<file path="config.mk">
export PLATFORM = sky130hd
export DESIGN_NAME = dci_decode
export DESIGN_NICKNAME = d
export VERILOG_FILES = /design/src/design/dci_pkg.sv /design/src/design/dci_decode.sv
export VERILOG_INCLUDE_DIRS = /design/src /design/src/design
export SDC_FILE = /design/constraint.sdc
export NUM_CORES = 1
export LEC_CHECK = 0
export ABC_AREA = 1
export CAP_MARGIN = 20
export CORE_AREA = 5 5 95 97
export DETAILED_ROUTE_END_ITERATION = 8
export DIE_AREA = 0 0 100 102
export DONT_BUFFER_PORTS = 1
export PLACE_DENSITY = 0.68
export REMOVE_ABC_BUFFERS = 1
export SYNTH_ARGS = -nofsm -noshare
export SYNTH_HDL_FRONTEND = slang
export SYNTH_SLANG_ARGS = --single-unit
</file>
<file path="constraint.sdc">
create_clock -name clk -period 2.5 [get_ports clk]
set_input_delay 0.375 -clock clk [delete_from_list [all_inputs] [get_ports clk]]
set_output_delay 0.375 -clock clk [all_outputs]
set_load 0.01 [all_outputs]
</file>
<file path="src/design/dci_consts.svh">
// constants for the command and address input decode block
// assumes it is included by bare name by the package and the decoder
`ifndef DCI_CONSTS_SVH
`define DCI_CONSTS_SVH

// field widths of the pin group
`define DCI_BANK_W      3
`define DCI_NUM_BANKS   8
`define DCI_ADDR_W      13
`define DCI_COL_W       10
// field positions inside the address pins during a column command
`define DCI_COL_MSB     9
`define DCI_AP_BIT      10

// timing: precharge time in ns and system clock rate in MHz
`define DCI_TRP_NS      15
`define DCI_CLK_MHZ     25
// least time, so round up; never under one cycle
`define DCI_PRE_RAW     ((`DCI_TRP_NS * `DCI_CLK_MHZ + 999) / 1000)
`define DCI_PRE_CYCLES  ((`DCI_PRE_RAW < 1) ? 1 : `DCI_PRE_RAW)

// reset values
`define DCI_BANKS_IDLE  8'h00

`endif

</file>
<file path="src/design/dci_pkg.sv">
// types shared by the command and address input decode block
// assumes dci_consts.svh is on the include path
`include "dci_consts.svh"

package dci_pkg;

  // command code as {chip select, row strobe, column strobe, write select}
  typedef enum logic [3:0] {
    DCI_CMD_ACT = 4'h3,
    DCI_CMD_PRE = 4'h2,
    DCI_CMD_RD  = 4'h5,
    DCI_CMD_WR  = 4'h4
  } dci_cmd_e;

  // clock-enable mode, gray coded along run -> suspend -> power-down
  typedef enum logic [1:0] {
    DCI_RUN   = 2'h0,
    DCI_SUSP  = 2'h1,
    DCI_PDOWN = 2'h3
  } dci_mode_e;

  // one sample of the host-driven pins
  typedef struct packed {
    logic                    clock_true;
    logic                    clock_complement;
    logic                    cke;
    logic                    cs_b;
    logic                    ras_b;
    logic                    cas_b;
    logic                    we_b;
    logic [`DCI_BANK_W-1:0]  bank_select;
    logic [`DCI_ADDR_W-1:0]  mux_address;
  } dci_pins_s;

endpackage : dci_pkg

</file>
<file path="src/design/dci_decode.sv">
// command and address input decode of an eight-bank ddr2 sdram
// assumes host pins are asynchronous to clk and the host clock is far slower than clk
`timescale 1ns/1ps
`default_nettype none
`include "dci_consts.svh"

// What this block does
// - sample all inputs only where true clock rises and complement falls
// - read data beats are timed from crossings in both directions
// - clock enable sampled low suspends internal clock; outputs freeze until high
// - low clock enable enters power-down only when every bank is idle
// - bank select picks the bank for activate, read, write, precharge
// - activate captures all thirteen address bits as the row address
// - read and write take column from low ten bits, bit ten auto precharge
// - chip select high masks every command
// - cs low, ras low, cas high, we high decodes activate, bank active
// - cs low, ras low, cas high, we low decodes precharge, bank idle after
// - cs low, ras high, cas low starts read with we high, write low
module dci_decode
(
  input  wire logic                    clk,
  input  wire logic                    rst_b,
  input  wire logic                    clock_true,
  input  wire logic                    clock_complement,
  input  wire logic                    cke,
  input  wire logic                    cs_b,
  input  wire logic                    ras_b,
  input  wire logic                    cas_b,
  input  wire logic                    we_b,
  input  wire logic [`DCI_BANK_W-1:0]  bank_select,
  input  wire logic [`DCI_ADDR_W-1:0]  mux_address,
  output logic                         bank_activate_a,
  output logic                         precharge_cmd,
  output logic                         read_cmd,
  output logic                         write_cmd,
  output logic [`DCI_BANK_W-1:0]       cmd_bank,
  output logic [`DCI_ADDR_W-1:0]       row_address,
  output logic [`DCI_COL_W-1:0]        column_address,
  output logic                         auto_precharge_flag,
  output logic [`DCI_NUM_BANKS-1:0]    bank_active,
  output logic                         clock_suspended,
  output logic                         power_down,
  output logic                         read_beat
);

  import dci_pkg::*;

  localparam int PRE_CYCLES = `DCI_PRE_CYCLES;
  localparam int PRE_MAX    = `DCI_PRE_CYCLES + 1;

  typedef struct packed {
    dci_pins_s                  pin1;      // first synchroniser stage
    dci_pins_s                  pin2;      // second synchroniser stage
    logic                       true_prev;
    logic                       comp_prev;
    dci_mode_e                  mode;
    logic [`DCI_NUM_BANKS-1:0]  active;
    logic [`DCI_NUM_BANKS-1:0]  pend;      // banks waiting for precharge to finish
    logic [7:0]                 pend_cnt;
    logic                       act_p;
    logic                       pre_p;
    logic                       rd_p;
    logic                       wr_p;
    logic [`DCI_BANK_W-1:0]     bank;
    logic [`DCI_ADDR_W-1:0]     row;
    logic [`DCI_COL_W-1:0]      col;
    logic                       ap;
    logic                       beat;
  } dci_state_s;

  dci_state_s st;
  dci_state_s next_st;
  dci_pins_s  pins_in;
  logic       rise_x;
  logic       fall_x;

  // decode the command code; chip select is part of it
  function automatic logic [3:0] cmd_of(input dci_pins_s p);
    cmd_of = {p.cs_b, p.ras_b, p.cas_b, p.we_b};
  endfunction

  // true when no bank is open and none is still precharging
  function automatic logic all_idle(input dci_state_s s);
    all_idle = (s.active == `DCI_BANKS_IDLE) && (s.pend == `DCI_BANKS_IDLE);
  endfunction

  // gather the pins into one sample word
  assign pins_in = '{clock_true, clock_complement, cke, cs_b, ras_b, cas_b, we_b,
                     bank_select, mux_address};

  // crossings, seen only on synchronised samples so the first stage stays private
  assign rise_x = st.pin2.clock_true & ~st.true_prev
                & ~st.pin2.clock_complement & st.comp_prev;
  assign fall_x = ~st.pin2.clock_true & st.true_prev
                & st.pin2.clock_complement & ~st.comp_prev;

  // next-state logic
  always_comb
  begin
    next_st          = st;
    next_st.pin1     = pins_in;
    next_st.pin2     = st.pin1;
    next_st.true_prev = st.pin2.clock_true;
    next_st.comp_prev = st.pin2.clock_complement;
    next_st.act_p    = 1'b0;
    next_st.pre_p    = 1'b0;
    next_st.rd_p     = 1'b0;
    next_st.wr_p     = 1'b0;
    // one beat per crossing in either direction, frozen while suspended
    next_st.beat     = (rise_x | fall_x) & (st.mode == DCI_RUN);

    // precharge countdown only runs while the internal clock runs
    if (st.mode == DCI_RUN && st.pend_cnt != 8'h00)
    begin
      next_st.pend_cnt = st.pend_cnt - 8'h01;
      if (st.pend_cnt == 8'h01)
      begin
        next_st.active = st.active & ~st.pend;
        next_st.pend   = `DCI_BANKS_IDLE;
      end
    end

    if (rise_x)
    begin
      unique case (st.mode)
        DCI_RUN:
        begin
          // commands decode only while running; cs high skips the case and decodes nothing
          if (!st.pin2.cs_b)
          begin
            unique case (cmd_of(st.pin2))
              DCI_CMD_ACT:
              begin
                next_st.act_p = 1'b1;
                next_st.bank  = st.pin2.bank_select;
                next_st.row   = st.pin2.mux_address;
                next_st.active[st.pin2.bank_select] = 1'b1;
                next_st.pend[st.pin2.bank_select]   = 1'b0;
              end
              DCI_CMD_PRE:
              begin
                next_st.pre_p = 1'b1;
                next_st.bank  = st.pin2.bank_select;
                next_st.pend[st.pin2.bank_select] = 1'b1;
                next_st.pend_cnt = 8'(PRE_CYCLES);
              end
              DCI_CMD_RD, DCI_CMD_WR:
              begin
                next_st.rd_p = st.pin2.we_b;
                next_st.wr_p = ~st.pin2.we_b;
                next_st.bank = st.pin2.bank_select;
                next_st.col  = st.pin2.mux_address[`DCI_COL_MSB:0];
                next_st.ap   = st.pin2.mux_address[`DCI_AP_BIT];
                // burst length is not modelled, so auto precharge starts at once
                if (st.pin2.mux_address[`DCI_AP_BIT])
                begin
                  next_st.pend[st.pin2.bank_select] = 1'b1;
                  next_st.pend_cnt = 8'(PRE_CYCLES);
                end
              end
              default:
              begin
                next_st.act_p = 1'b0; // other codes are out of scope here
              end
            endcase
          end
          // low clock enable stops the internal clock from the next cycle
          // judged on the banks after this crossing's own command, so an activate
          // on the same crossing forces suspend rather than power-down
          if (!st.pin2.cke)
          begin
            if (all_idle(next_st))
              next_st.mode = DCI_PDOWN;
            else
              next_st.mode = DCI_SUSP;
          end
        end
        DCI_SUSP, DCI_PDOWN:
        begin
          if (st.pin2.cke)
            next_st.mode = DCI_RUN;
        end
        default:
        begin
          next_st.mode = DCI_RUN; // illegal code recovers to run
        end
      endcase
    end
  end

  // state register, synchronous active-low reset
  always_ff @(posedge clk)
  begin
    if (!rst_b)
    begin
      st        <= '0;
      st.mode   <= DCI_RUN;
      st.active <= `DCI_BANKS_IDLE;
      st.pend   <= `DCI_BANKS_IDLE;
    end
    else
    begin
      st <= next_st;
    end
  end

  // outputs come straight from the state register
  assign bank_activate_a     = st.act_p;
  assign precharge_cmd       = st.pre_p;
  assign read_cmd            = st.rd_p;
  assign write_cmd           = st.wr_p;
  assign cmd_bank            = st.bank;
  assign row_address         = st.row;
  assign column_address      = st.col;
  assign auto_precharge_flag = st.ap;
  assign bank_active         = st.active;
  assign clock_suspended     = st.mode[0]; // gray code: suspend and power-down share bit 0
  assign power_down          = st.mode[1]; // only power-down sets bit 1
  assign read_beat           = st.beat;
endmodule : dci_decode
`default_nettype wire

</file>
==> metrics.md, run 1 <==
| Metric | Value |
|---|---|
| Setup Viol. Count Final | `0` |
| Post-synth cell types | `36` |
| Initial antenna violation count | `0` |
| Final WL | `a little under 8000 microns` |
| WS Path Type | `reg -> reg` |
| Die Width | `approximately 100 microns` |
| Setup TNS Final | `0 ns` |
| WP depth | `7` |
| Per-cell routed wire length | `between 10 and 15 microns` |
| Resized cells post-CTS | `0` |
| R2R Setup Slk | `just over 0.5 ns` |
| Die area | `between 0.01 and 0.015 sq mm` |
| Fmax | `around 0.50 GHz` |
| Main combinational cell family by area after synthesis | `simple AND/OR/NAND/NOR gates` |
| Seq/Total Area, Yosys | `0.497` |
| Fill count | `774` |
| Post-DP HPWL | `5340 microns` |
| FF-to-FF path depth | `7` |
| Vias per inst | `around 4.9` |
| Clock tree buffer depth | `2` |
| Fin area | `~0.0043 sq mm` |
| Number of global-route vias before repair | `between 2k and 3k` |
| Slew Limit Fails | `0` |
| Yosys reg bits | `between 100 and 150` |
| Compound-cell area share of the yosys netlist | `0.0840` |
| H-tree depth | `3` |
| Post-route setup slack | `about 0.51 ns` |
| Syn Area/Cell | `roughly 7.8 sq um` |
| Die Y | `between 100 and 150 microns` |
| Pre-antenna DRT Iters | `4` |
| Total CTS buffers | `9` |
| Worst setup SP type | `register` |
| Global-route wire length before repair | `12800 microns` |
| Post-DP Area | `roughly 0.0041 sq mm` |
| Slowest-stage cell, CP | `nor2_2` |
| Worst path most repeated cell | `nor2_2` |
| Drt first-iter violations | `about 120` |
| Routability cong. | `about 0.84` |
| Post-CTS setup buffer count | `0` |
| Hold Crit Class | `in -> reg` |
| Worst EP required | `2.81 ns` |
| Critical Path, Cell by Cell | `nor2_4 -> inv_1 -> nor2_2 -> inv_2 -> nor2_2 -> o21ai_0 -> a21oi_1` |
| CTS tree | `done` |
| Peak VDD IR | `approximately 0.36 mV` |
| Leakage | `between 2 and 2.5 nW` |
| Initial Util | `0.531` |
| Synth Area in Simple Gates | `0.239` |
| Rel. slew slack | `0.634` |
| # rows | `33` |
| Max_cap viols | `0` |
| Placement Setup Slack | `slightly above 0.5 ns` |
| Nets | `530` |
| Synth warnings | `0` |
| Skew final | `between 0.008 and 0.009 ns` |
| Antenna viol nets, final | `0` |
| Via Count | `2980` |
| # DRC | `0` |
| Adder-cell share of the synthesized area | `0.00878` |
| Number of port buffers | `0` |
| Final Hold Fails | `0` |
| CP endpoint kind | `register` |
| Worst Path Arrival | `~2.3 ns` |
| Xor-xnor portion of the synthesized cell area | `0.0143` |
| Clock-pin transition on the worst setup and hold timing paths | `about 0.10 ns` |
| Hold-critical path depth | `2` |
| Ports | `between 60 and 70` |
| Total gr overflow | `0` |
| Slowest cell delay on critical path | `0.44 ns` |
| Largest net degree at the start of global routing | `80` |
| Status | `complete, no violations` |
| Total track usage | `0.158` |
| Synth Cell Area | `~0.0043 sq mm` |
| Cts hold-fix bufs | `0` |
| Clock Sinks | `about 110` |
| Tcrit/Tclk final | `0.796` |
| Family with the most delay on the worst path | `simple AND/OR/NAND/NOR gates` |
| Sequential cell area | `roughly 0.0021 sq mm` |
| CP bufs+invs | `2` |
| Multi-input gate area | `between 0.001 and 0.0015 sq mm` |
| Antenna Cells | `0` |
| Core area | `around 0.0081 sq mm` |
| Worst-skew pair later-pin latency | `0.37 ns` |
| Share of cells above drive strength 1 | `0.0789` |
| Multiplexer share of the synthesized area | `0` |
| Worst Tran Pin Value | `roughly 0.55 ns` |
| RSZ-0062 raised after global routing | `false` |
| Synth-to-layout area growth | `-0.0880%` |
| CP max FO | `32` |
| Post-Syn Instances | `545` |
| Root buf cell | `clkbuf_8` |
| Power per cell area | `about 840 mW/mm^2` |
| Min Clock Period, post-route | `between 1.5 and 2 ns` |
[per-layer routing]
layer  GRT usage  vias up  wire [microns]
met2       0.248       82            3450
met1       0.192     1324            3400
met3      0.0689       12             741
met5           0        -               0
li1            -     1562               -
met4      0.0601        0             112
[Yosys cell counts (all sizes together)]
cell type | instances | area, sq um
a211oi | 1 | 7.51
a21oi | 16 | 83.8
buf | 41 | 295
clkbuf | 14 | 55.1
clkinv | 1 | 3.75
dfxtp | 106 | 2120
ha | 3 | 37.5
inv | 85 | 319
nand2 | 110 | 435
nand3 | 17 | 113
nand4 | 3 | 18.8
nor2 | 63 | 285
nor3 | 27 | 146
nor4 | 1 | 21.3
o211ai | 1 | 7.51
o21ai | 40 | 200
o22ai | 7 | 43.8
o31ai | 1 | 7.51
o32ai | 1 | 8.76
xnor2 | 2 | 17.5
xor2 | 5 | 43.8
[stage by stage]
stage                util  hold slack (ns)  total power, mW  cells
finish              0.530           0.0936             3.60    612
global route        0.530           0.0765             3.82    612
CTS                 0.530           0.0853             3.63    612
detailed placement  0.504            0.397             2.56    596
global placement    0.504            0.392             2.55    596
floorplan               -            0.390             2.45    490
[report_power, final]
part           internal, mW  switching, mW  total, mW
logic                 0.237          0.416      0.653
registers              1.78         0.0827       1.87
clock network         0.481          0.598       1.08
total                  2.50           1.10       3.60
[logic make-up (layout without fill, tap and decap cells)]
kind of cell / after synthesis / count (layout)
AOI/OAI and AO/OA: 67 / 67
adders and majority gates: 3 / 3
xor gates and xnor gates: 7 / 7
buffers and inverters: 141 / 103
and+or+nand+nor: 221 / 221
DFF: 106 / 106
[registers in the layout, indices dropped and copies added (netlist names)]
register / count
st: 39
next_st: 25
row_address: 13
column_address: 10
bank_active: 8
cmd_bank: 3
auto_precharge_flag: 1
bank_activate_a: 1
clock_suspended: 1
power_down: 1
precharge_cmd: 1
read_beat: 1
read_cmd: 1
write_cmd: 1
[worst register-to-register path: cells and delay by family (launching register included)]
kind,cells,cell delay (ns)
and+or+nand+nor,3,0.88
AOI/OAI and AO/OA,2,0.27
DFF,1,0.39
buffers and inverters,2,0.39
[cell usage in the layout (no fill, tap or decap), types with 2 or more instances in the layout]
| cell type | instances |
|---|---|
| nand2_4 | 2 |
| nand3_2 | 3 |
| xor2_1 | 5 |
| nand3_1 | 13 |
| nor2_4 | 3 |
| inv_6 | 2 |
| nor2_2 | 4 |
| nor3_1 | 26 |
| inv_1 | 82 |
| dfxtp_1 | 106 |
| nor2_1 | 55 |
| o21ai_0 | 37 |
| o22ai_1 | 7 |
| clkbuf_8 | 9 |
| nand2_1 | 105 |
| nand2_2 | 3 |
| a21oi_1 | 15 |
| ha_1 | 3 |
| o21ai_1 | 3 |
| inv_2 | 3 |
| nand4_1 | 3 |
| xnor2_1 | 2 |
| clkinv_4 | 2 |
[path summary, 6_finish.rpt]
path / startpoint / end
max: clock_suspended$_SDFFE_PN0P_ / row_address[9]$_SDFFE_PN0P_
min: rst_b / next_st[69]$_SDFF_PN0_
max reg2reg: clock_suspended$_SDFFE_PN0P_ / row_address[9]$_SDFFE_PN0P_
min reg2reg: next_st[66]$_SDFF_PN0_ / st[66]$_SDFF_PN0_
[cell type report]
cell class              instances  share of cell area
flip-flops and latches        106               0.497
clock buffers                   9              0.0290
repair buffers                  1             0.00176
well taps                     105              0.0308
multi-input cells             298               0.346
clock inverters                 7              0.0196
inverters                      86              0.0756
Note: power is estimated with default switching activity, not from simulation.
==> inputs of run 2 (changes only) <==
--- a/config.mk
+++ b/config.mk
@@ -6,11 +6,11 @@
 export SDC_FILE = /design/constraint.sdc
 export NUM_CORES = 1
 export LEC_CHECK = 0
-export ABC_AREA = 1
+export ABC_AREA = 0
 export CAP_MARGIN = 20
-export CORE_AREA = 5 5 95 97
+export CORE_AREA = 5 5 93 95
 export DETAILED_ROUTE_END_ITERATION = 8
-export DIE_AREA = 0 0 100 102
+export DIE_AREA = 0 0 98 100
 export DONT_BUFFER_PORTS = 1
 export PLACE_DENSITY = 0.68
 export REMOVE_ABC_BUFFERS = 1
==> constraint.sdc (replaced) <==
create_clock -name clk -period 1.9 [get_ports clk]
set_input_delay 0.285 -clock clk [delete_from_list [all_inputs] [get_ports clk]]
set_output_delay 0.285 -clock clk [all_outputs]
set_load 0.01 [all_outputs]
==> run 2 against run 1 <==
  * The run now ends with negative setup slack left
  * Critical endpoint is now power_down$_SDFFE_PN0P_
  * Sequential power is 30% higher
  * Maximum frequency grew 0.32%
  * Clock skew shrank 0.0011 ns
  * Non-clock buffer count grew 38
  * Combinational power is 59% higher
  * Via count fell by 7.2%
  * First-iteration DRC count shrank 27%
  * Setup slack worse by 0.59 ns
==> metrics.md, run 2 <==
| Metric | Value |
|---|---|
| Status | `finished with violations (was complete, no violations)` |
| Hold-critical path depth | `1 (was 2)` |
| CP max FO | `6 (was 32)` |
| CP endpoint kind | `register (unchanged)` |
| Core area | `0.00765 sq mm (was 0.00805 sq mm)` |
| Per-cell routed wire length | `15.1 microns (was 12.6 microns)` |
| Fmax | `0.504 GHz (was 0.502 GHz)` |
| Synth Cell Area | `0.00410 sq mm (was 0.00427 sq mm)` |
| Total gr overflow | `0 (unchanged)` |
| FF-to-FF path depth | `8 (was 7)` |
| Total track usage | `0.164 (was 0.158)` |
| Setup Viol. Count Final | `1 (was 0)` |
| Top cells by count, synth | `106 x dfxtp_1, 50 x and2_1, 38 x nand2_1, 36 x buf_4, 31 x nor2_1 (was 106 x dfxtp_1, 105 x nand2_1, 82 x inv_1, 55 x nor2_1, 37 x o21ai_0)` |
| Non-Filler Instances | `520 (was 612)` |
| Rel. slew slack | `0.599 (was 0.634)` |
| Worst setup SP type | `register (unchanged)` |
| Final WL | `7850 microns (was 7700 microns)` |
| Worst Tran Pin Value | `0.599 ns (was 0.546 ns)` |
| Seq/Total Area, Yosys | `0.518 (was 0.497)` |
| Post-route setup slack | `-0.0841 ns (was 0.510 ns)` |
| Vias per inst | `5.32 (was 4.87)` |
| Skew final | `0.00763 ns (was 0.00871 ns)` |
| Biggest register | `st (unchanged)` |
| Slowest cell delay on critical path | `0.39 ns (was 0.44 ns)` |
| Tcrit/Tclk final | `1.04 (was 0.796)` |
| Clock-pin transition on the worst setup and hold timing paths | `0.10 ns (about the same)` |
| Synth-to-layout area growth | `9.10% (was -0.0880%)` |
| Synth warnings | `0 (unchanged)` |
| Share of cells above drive strength 1 | `0.191 (was 0.0789)` |
| Final Hold Fails | `0 (unchanged)` |
| Worst EP required | `2.19 ns (was 2.81 ns)` |
| Worst-skew pair later-pin latency | `0.37 ns (about the same)` |
| Setup TNS Final | `-0.0841 ns (was 0 ns)` |
| Power per cell area | `1070 mW/mm^2 (was 843 mW/mm^2)` |
| Most common flop cell mapped by yosys | `dfxtp_1 (unchanged)` |
| Root buf cell | `clkbuf_8 (unchanged)` |
| Hold_sp | `rst_b (unchanged)` |
| Pre-antenna DRT Iters | `4 (unchanged)` |
| Clock Sinks | `106 (unchanged)` |
| Yosys reg bits | `106 (unchanged)` |
| # rows | `32 (was 33)` |
| Worst R2R End | `power_down$_SDFFE_PN0P_ (was row_address[9]$_SDFFE_PN0P_)` |
| Commonest non-fill, non-tap cells in the layout | `104 x dfxtp_1, 50 x and2_1, 38 x nand2_1, 34 x buf_4, 31 x nor2_1 (was 106 x dfxtp_1, 105 x nand2_1, 82 x inv_1, 55 x nor2_1, 37 x o21ai_0)` |
| Initial antenna violation count | `0 (unchanged)` |
| Most common cell after layout, fill and taps aside | `dfxtp_1 (unchanged)` |
| Die Y | `100 microns (was 102 microns)` |
| Post-DP HPWL | `5300 microns (was 5340 microns)` |
| Fill count | `684 (was 774)` |
| H-tree depth | `3 (unchanged)` |
| Antenna viol nets, final | `0 (unchanged)` |
| Leakage | `1.64 nW (was 2.08 nW)` |
| Nets | `441 (was 530)` |
| Post-synth cell types | `48 (was 36)` |
| Number of global-route vias before repair | `2651 (was 2815)` |
| Clock tree buffer depth | `2 (unchanged)` |
| Count leader, synth | `dfxtp_1 (unchanged)` |
| Worst R2R Start | `st[33]$_SDFF_PN0_ (was clock_suspended$_SDFFE_PN0P_)` |
| EDFF count, synth | `0 (unchanged)` |
| Synth area leader | `dfxtp_1 (unchanged)` |
| Ports | `67 (unchanged)` |
| Initial Util | `0.536 (was 0.531)` |
| Fin area | `0.00447 sq mm (was 0.00427 sq mm)` |
| # DRC | `0 (unchanged)` |
| Total CTS buffers | `9 (unchanged)` |
| Slew Limit Fails | `0 (unchanged)` |
| Global-route wire length before repair | `13000 microns (was 12800 microns)` |
| Placement Setup Slack | `-0.152 ns (was 0.513 ns)` |
| Number of port buffers | `0 (unchanged)` |
| Peak VDD IR | `0.522 mV (was 0.357 mV)` |
| Antenna Cells | `0 (unchanged)` |
| Failing checks | `negative setup slack` |
| Post-DP Area | `0.00413 sq mm (was 0.00406 sq mm)` |
| Die area | `0.00980 sq mm (was 0.0102 sq mm)` |
| Hold Crit Class | `in -> reg (unchanged)` |
| Hold EP | `next_st[60]$_SDFF_PN0_ (was next_st[69]$_SDFF_PN0_)` |
| Max_cap viols | `0 (unchanged)` |
| Syn Area/Cell | `9.81 sq um (was 7.84 sq um)` |
| Via Count | `2766 (was 2980)` |
| WS Path Type | `reg -> reg (unchanged)` |
| Largest cells by area after synthesis | `dfxtp_1 52%, and2_1 7.6%, buf_4 6.6% (was dfxtp_1 50%, nand2_1 9.2%, inv_1 7.2%)` |
| Max FFs per register | `39 (unchanged)` |
| Worst Path Arrival | `2.28 ns (was 2.30 ns)` |
| Family with the most delay on the worst path | `compound AO/OA/AOI/OAI gates (was simple AND/OR/NAND/NOR gates)` |
| CTS tree | `done (unchanged)` |
| Synth top area share | `0.518 (was 0.497)` |
| Post-placement cell count | `498 (was 596)` |
| CP bufs+invs | `2 (unchanged)` |
| Routability cong. | `0.853 (was 0.836)` |
| R2R Setup Slk | `-0.08 ns (was 0.51 ns)` |
| Slowest-stage cell, CP | `a2111oi_4 (was nor2_2)` |
| Drt first-iter violations | `90 (was 123)` |
| Min Clock Period, post-route | `1.98 ns (was 1.99 ns)` |
| Largest net degree at the start of global routing | `54 (was 80)` |
| RSZ-0062 raised after global routing | `true (was false)` |
| Post-Syn Instances | `418 (was 545)` |
| Fraction of registers with async set/reset | `0 (unchanged)` |
| Die Width | `98 microns (was 100 microns)` |
| Critical Path, Cell by Cell | `inv_2 -> ha_4 -> nor4b_4 -> buf_6 -> a41oi_1 -> a2111oi_4 -> nand4_1 -> o31ai_1 (was nor2_4 -> inv_1 -> nor2_2 -> inv_2 -> nor2_2 -> o21ai_0 -> a21oi_1)` |
[run 2: layout make-up]
cell class | instances | area, sq um | share of cell area
Inverter | 10 | 37.5 | 0.00839
Multi-Input combinational cell | 247 | 1660 | 0.372
Clock inverter | 6 | 61.3 | 0.0137
Timing Repair Buffer | 39 | 319 | 0.0713
Tap cell | 102 | 128 | 0.0285
Clock buffer | 10 | 138 | 0.0308
Sequential cell | 106 | 2120 | 0.475
[run 2: timing repair]
item / 4_1_cts / 5_1_grt
setup endpoints to repair: 3 / 20
buffers inserted: 5 / 0
hold buffers: 0 / 1
pin swaps: 5 / 3
gates resized for setup: 14 / 4
endpoints found under the hold margin: 0 / 2
[run 2: logic make-up after synthesis]
kind of cell             count (synthesis)  synth area share
AO/OA/AOI/OAI                           66             0.116
adder cells (fa/ha/maj)                  3           0.00916
flip-flops                             106             0.518
XOR/XNOR                                 7            0.0150
AND/OR/NAND/NOR                        158             0.214
multiplexers                            13            0.0317
buffers and inverters                   65            0.0971
[run 2: per-stage QoR]
stage                      util  total power, mW  hold WS [ns]
after CTS                 0.579             4.81       0.00700
after global placement    0.540             3.33         0.410
after detailed placement  0.540             3.36         0.413
final                     0.585             4.80        0.0295
after global routing      0.585             5.06       0.00168
after floorplan               -             3.04         0.407
[run 2: worst max-delay path by stage]
stage	depth (start not counted)	slack, ns	to	from
2_1_floorplan	5	-0.31	power_down$_SDFFE_PN0P_	st[36]$_SDFF_PN0_
3_3_place_gp	9	-0.08	power_down$_SDFFE_PN0P_	st[32]$_SDFF_PN0_
3_5_place_dp	8	-0.15	power_down$_SDFFE_PN0P_	st[32]$_SDFF_PN0_
4_1_cts	9	-0.03	power_down$_SDFFE_PN0P_	st[32]$_SDFF_PN0_
5_1_grt	8	-0.20	power_down$_SDFFE_PN0P_	st[32]$_SDFF_PN0_
6_report	8	-0.08	power_down$_SDFFE_PN0P_	st[33]$_SDFF_PN0_
[run 2: metal layers]
metal / part of all wire / global-route usage / wire length [microns] / vias up
li1: - / - / - / 1373
met1: 0.44 / 0.198 / 3430 / 1313
met2: 0.47 / 0.265 / 3710 / 65
met3: 0.067 / 0.0660 / 526 / 15
met4: 0.023 / 0.0607 / 184 / 0
met5: 0 / 0 / 0 / -
[run 2: power by group]
group	switching (mW)	internal [mW]	total, mW
logic	0.535	0.503	1.04
clock network	0.782	0.541	1.32
registers	0.0899	2.35	2.44
total	1.41	3.40	4.80
==> inputs of run 3 (changes only) <==
--- a/config.mk
+++ b/config.mk
@@ -8,9 +8,10 @@
 export LEC_CHECK = 0
 export ABC_AREA = 0
 export CAP_MARGIN = 20
-export CORE_AREA = 5 5 93 95
+export CORE_AREA = 2 2 90 92
+export CTS_BUF_LIST = sky130_fd_sc_hd__clkbuf_8
 export DETAILED_ROUTE_END_ITERATION = 8
-export DIE_AREA = 0 0 98 100
+export DIE_AREA = 0 0 92 94
 export DONT_BUFFER_PORTS = 1
 export PLACE_DENSITY = 0.68
 export REMOVE_ABC_BUFFERS = 1
==> constraint.sdc (replaced) <==
create_clock -name clk -period 2 [get_ports clk]
set_input_delay 0.3 -clock clk [delete_from_list [all_inputs] [get_ports clk]]
set_output_delay 0.3 -clock clk [all_outputs]
set_load 0.01 [all_outputs]
==> run 3 against run 2 <==
  * The run still ends with negative setup slack left
  * Clock power up 7%
  * Total power down 2.1%
  * Design area down 0.67%
  * Register-to-register slack better by 0.02 ns
  * Setup slack better by 0.016 ns
  * Largest cell class unchanged
==> metrics.md, run 3 (synthesized netlist as in run 2, its figures left out) <==
| Metric | Value |
|---|---|
| Status | `finished with violations (unchanged)` |
| Failing checks | `negative setup slack (unchanged)` |
| CTS tree | `done (unchanged)` |
| Routability cong. | `0.877 (was 0.853)` |
| # rows | `32 (unchanged)` |
| Die Y | `94 microns (was 100 microns)` |
| Antenna viol nets, final | `0 (unchanged)` |
| Root buf cell | `clkbuf_8 (unchanged)` |
| Worst R2R Start | `st[32]$_SDFF_PN0_ (was st[33]$_SDFF_PN0_)` |
| Nets | `432 (was 441)` |
| Pre-antenna DRT Iters | `4 (unchanged)` |
| Power per cell area | `1060 mW/mm^2 (was 1070 mW/mm^2)` |
| Worst setup SP type | `register (unchanged)` |
| Worst EP required | `2.29 ns (was 2.19 ns)` |
| Biggest register | `st (unchanged)` |
| Tcrit/Tclk final | `1.03 (was 1.04)` |
| Core area | `0.00761 sq mm (was 0.00765 sq mm)` |
| Max FFs per register | `39 (unchanged)` |
| CP endpoint kind | `register (unchanged)` |
| Per-cell routed wire length | `15.3 microns (was 15.1 microns)` |
| Largest net degree at the start of global routing | `54 (unchanged)` |
| Leakage | `1.61 nW (was 1.64 nW)` |
| Post-route setup slack | `-0.0683 ns (was -0.0841 ns)` |
| Core Util, Final | `0.584 (was 0.585)` |
| WS Path Type | `reg -> reg (unchanged)` |
| Share of cells above drive strength 1 | `0.191 (about the same)` |
| Setup TNS Final | `-0.0683 ns (was -0.0841 ns)` |
| Antenna Cells | `0 (unchanged)` |
| Total gr overflow | `0 (unchanged)` |
| # DRC | `0 (unchanged)` |
| Hold-critical path depth | `1 (unchanged)` |
| Setup Viol. Count Final | `1 (unchanged)` |
| Fill count | `659 (was 684)` |
| FF-to-FF path depth | `8 (unchanged)` |
| Worst Tran Pin Value | `0.636 ns (was 0.599 ns)` |
| Ports | `67 (unchanged)` |
| Via Count | `2695 (was 2766)` |
| Drt first-iter violations | `187 (was 90)` |
| Number of port buffers | `0 (unchanged)` |
| Initial Util | `0.539 (was 0.536)` |
| Worst R2R End | `power_down$_SDFFE_PN0P_ (unchanged)` |
| R2R Setup Slk | `-0.07 ns (was -0.08 ns)` |
| Skew final | `0.0103 ns (was 0.00763 ns)` |
| Most common cell after layout, fill and taps aside | `dfxtp_1 (unchanged)` |
| Vias per inst | `5.27 (was 5.32)` |
| Die Width | `92 microns (was 98 microns)` |
| Hold_sp | `rst_b (unchanged)` |
| CP max FO | `6 (unchanged)` |
| Die area | `0.00865 sq mm (was 0.00980 sq mm)` |
| Total power | `4.70 mW (was 4.80 mW)` |
| Max_cap viols | `0 (unchanged)` |
| Synth-to-layout area growth | `8.36% (was 9.10%)` |
| Final Hold Fails | `0 (unchanged)` |
| Hold Crit Class | `in -> reg (unchanged)` |
| Clock-pin transition on the worst setup and hold timing paths | `0.11 ns (was 0.10 ns)` |
| Rel. slew slack | `0.576 (was 0.599)` |
| RSZ-0062 raised after global routing | `true (unchanged)` |
| Min Clock Period, post-route | `2.07 ns (was 1.98 ns)` |
| Worst-skew pair later-pin latency | `0.36 ns (was 0.37 ns)` |
| Clock Sinks | `106 (unchanged)` |
| Total CTS buffers | `9 (unchanged)` |
| Hold EP | `st[69]$_SDFF_PN0_ (was next_st[60]$_SDFF_PN0_)` |
| Peak VDD IR | `0.532 mV (was 0.522 mV)` |
| Total track usage | `0.186 (was 0.164)` |
| Post-DP HPWL | `5150 microns (was 5300 microns)` |
| Final WL | `7820 microns (was 7850 microns)` |
| Commonest non-fill, non-tap cells in the layout | `104 x dfxtp_1, 50 x and2_1, 38 x nand2_1, 31 x nor2_1, 29 x a21oi_1 (was 104 x dfxtp_1, 50 x and2_1, 38 x nand2_1, 34 x buf_4, 31 x nor2_1)` |
| Slew Limit Fails | `0 (unchanged)` |
| Worst Path Arrival | `2.36 ns (was 2.28 ns)` |
| Global-route wire length before repair | `12700 microns (was 13000 microns)` |
| H-tree depth | `3 (unchanged)` |
| Initial antenna violation count | `0 (unchanged)` |
| Multi-input gate area | `0.00171 sq mm (was 0.00166 sq mm)` |
| Number of global-route vias before repair | `2651 (unchanged)` |
| Sequential cell area | `0.00212 sq mm (unchanged)` |
| Fmax | `0.483 GHz (was 0.504 GHz)` |
| Clock tree buffer depth | `2 (unchanged)` |
==> run 3: cell count changes in the layout (fill, tap and decap cells not counted), moves of 2 or more <==
cell / previous run / this run
a32oi_1: 3 / 0
a32oi_2: 2 / 5
buf_4: 34 / 28
buf_6: 3 / 1
clkinv_4: 2 / 0
inv_6: 1 / 3
nand3_2: 0 / 2
==> run 3: metrics by stage <==
step | setup slack, ns | hold slack (ns) | cells | cell area [sq um]
global route | -0.207 | 0.0229 | 511 | 4440
floorplan | -0.211 | 0.412 | 363 | 3740
finish | -0.0683 | 0.0452 | 511 | 4440
detailed placement | -0.138 | 0.417 | 489 | 4050
global placement | -0.0567 | 0.414 | 489 | 4050
CTS | -0.0190 | 0.0248 | 510 | 4360
==> run 3: worst max-delay path by stage <==
| stage | depth (start not counted) | slack [ns] | to | from |
|---|---|---|---|---|
| 2_1_floorplan | 5 | -0.21 | power_down$_SDFFE_PN0P_ | st[36]$_SDFF_PN0_ |
| 3_3_place_gp | 8 | -0.06 | power_down$_SDFFE_PN0P_ | st[32]$_SDFF_PN0_ |
| 3_5_place_dp | 7 | -0.14 | power_down$_SDFFE_PN0P_ | st[32]$_SDFF_PN0_ |
| 4_1_cts | 8 | -0.02 | power_down$_SDFFE_PN0P_ | st[33]$_SDFF_PN0_ |
| 5_1_grt | 7 | -0.21 | power_down$_SDFFE_PN0P_ | st[33]$_SDFF_PN0_ |
| 6_report | 8 | -0.07 | power_down$_SDFFE_PN0P_ | st[32]$_SDFF_PN0_ |
==> run 3: layout make-up <==
class                   count  area share
inverters                  10     0.00845
clock buffers              10      0.0310
well taps                 102      0.0287
repair buffers             29      0.0499
multi-input cells         248       0.386
flip-flops and latches    106       0.478
clock inverters             6      0.0177
==> run 3: what timing repair did <==
item	in CTS	in global routing
cloned	1	0
buffers inserted	4	1
hold buffers	0	0
setup endpoints to repair	1	5
pin swaps	7	6
gates resized for setup	12	10
==> run 3: report_power, final <==
part	leakage, nW	internal [mW]	switching, mW	total, mW
sequential	0.866	2.23	0.0849	2.32
clock	0.112	0.645	0.764	1.41
combinational	0.633	0.446	0.528	0.974
==> run 3: layer usage <==
layer	GRT usage	part of all wire	vias up
met2	0.296	0.47	69
li1	-	-	1355
met5	0	0	-
met1	0.233	0.45	1264
met3	0.0618	0.067	7
met4	0.0734	0.011	0
==> run 3: worst max-delay path, stage by stage, from the launching register on <==
cell and delay [ns]:
dfxtp_2 0.36, inv_2 0.06, ha_4 0.17, nor4b_4 0.35
buf_4 0.20, a41oi_1 0.19, a2111oi_4 0.27, nand4_1 0.16
o31ai_2 0.25
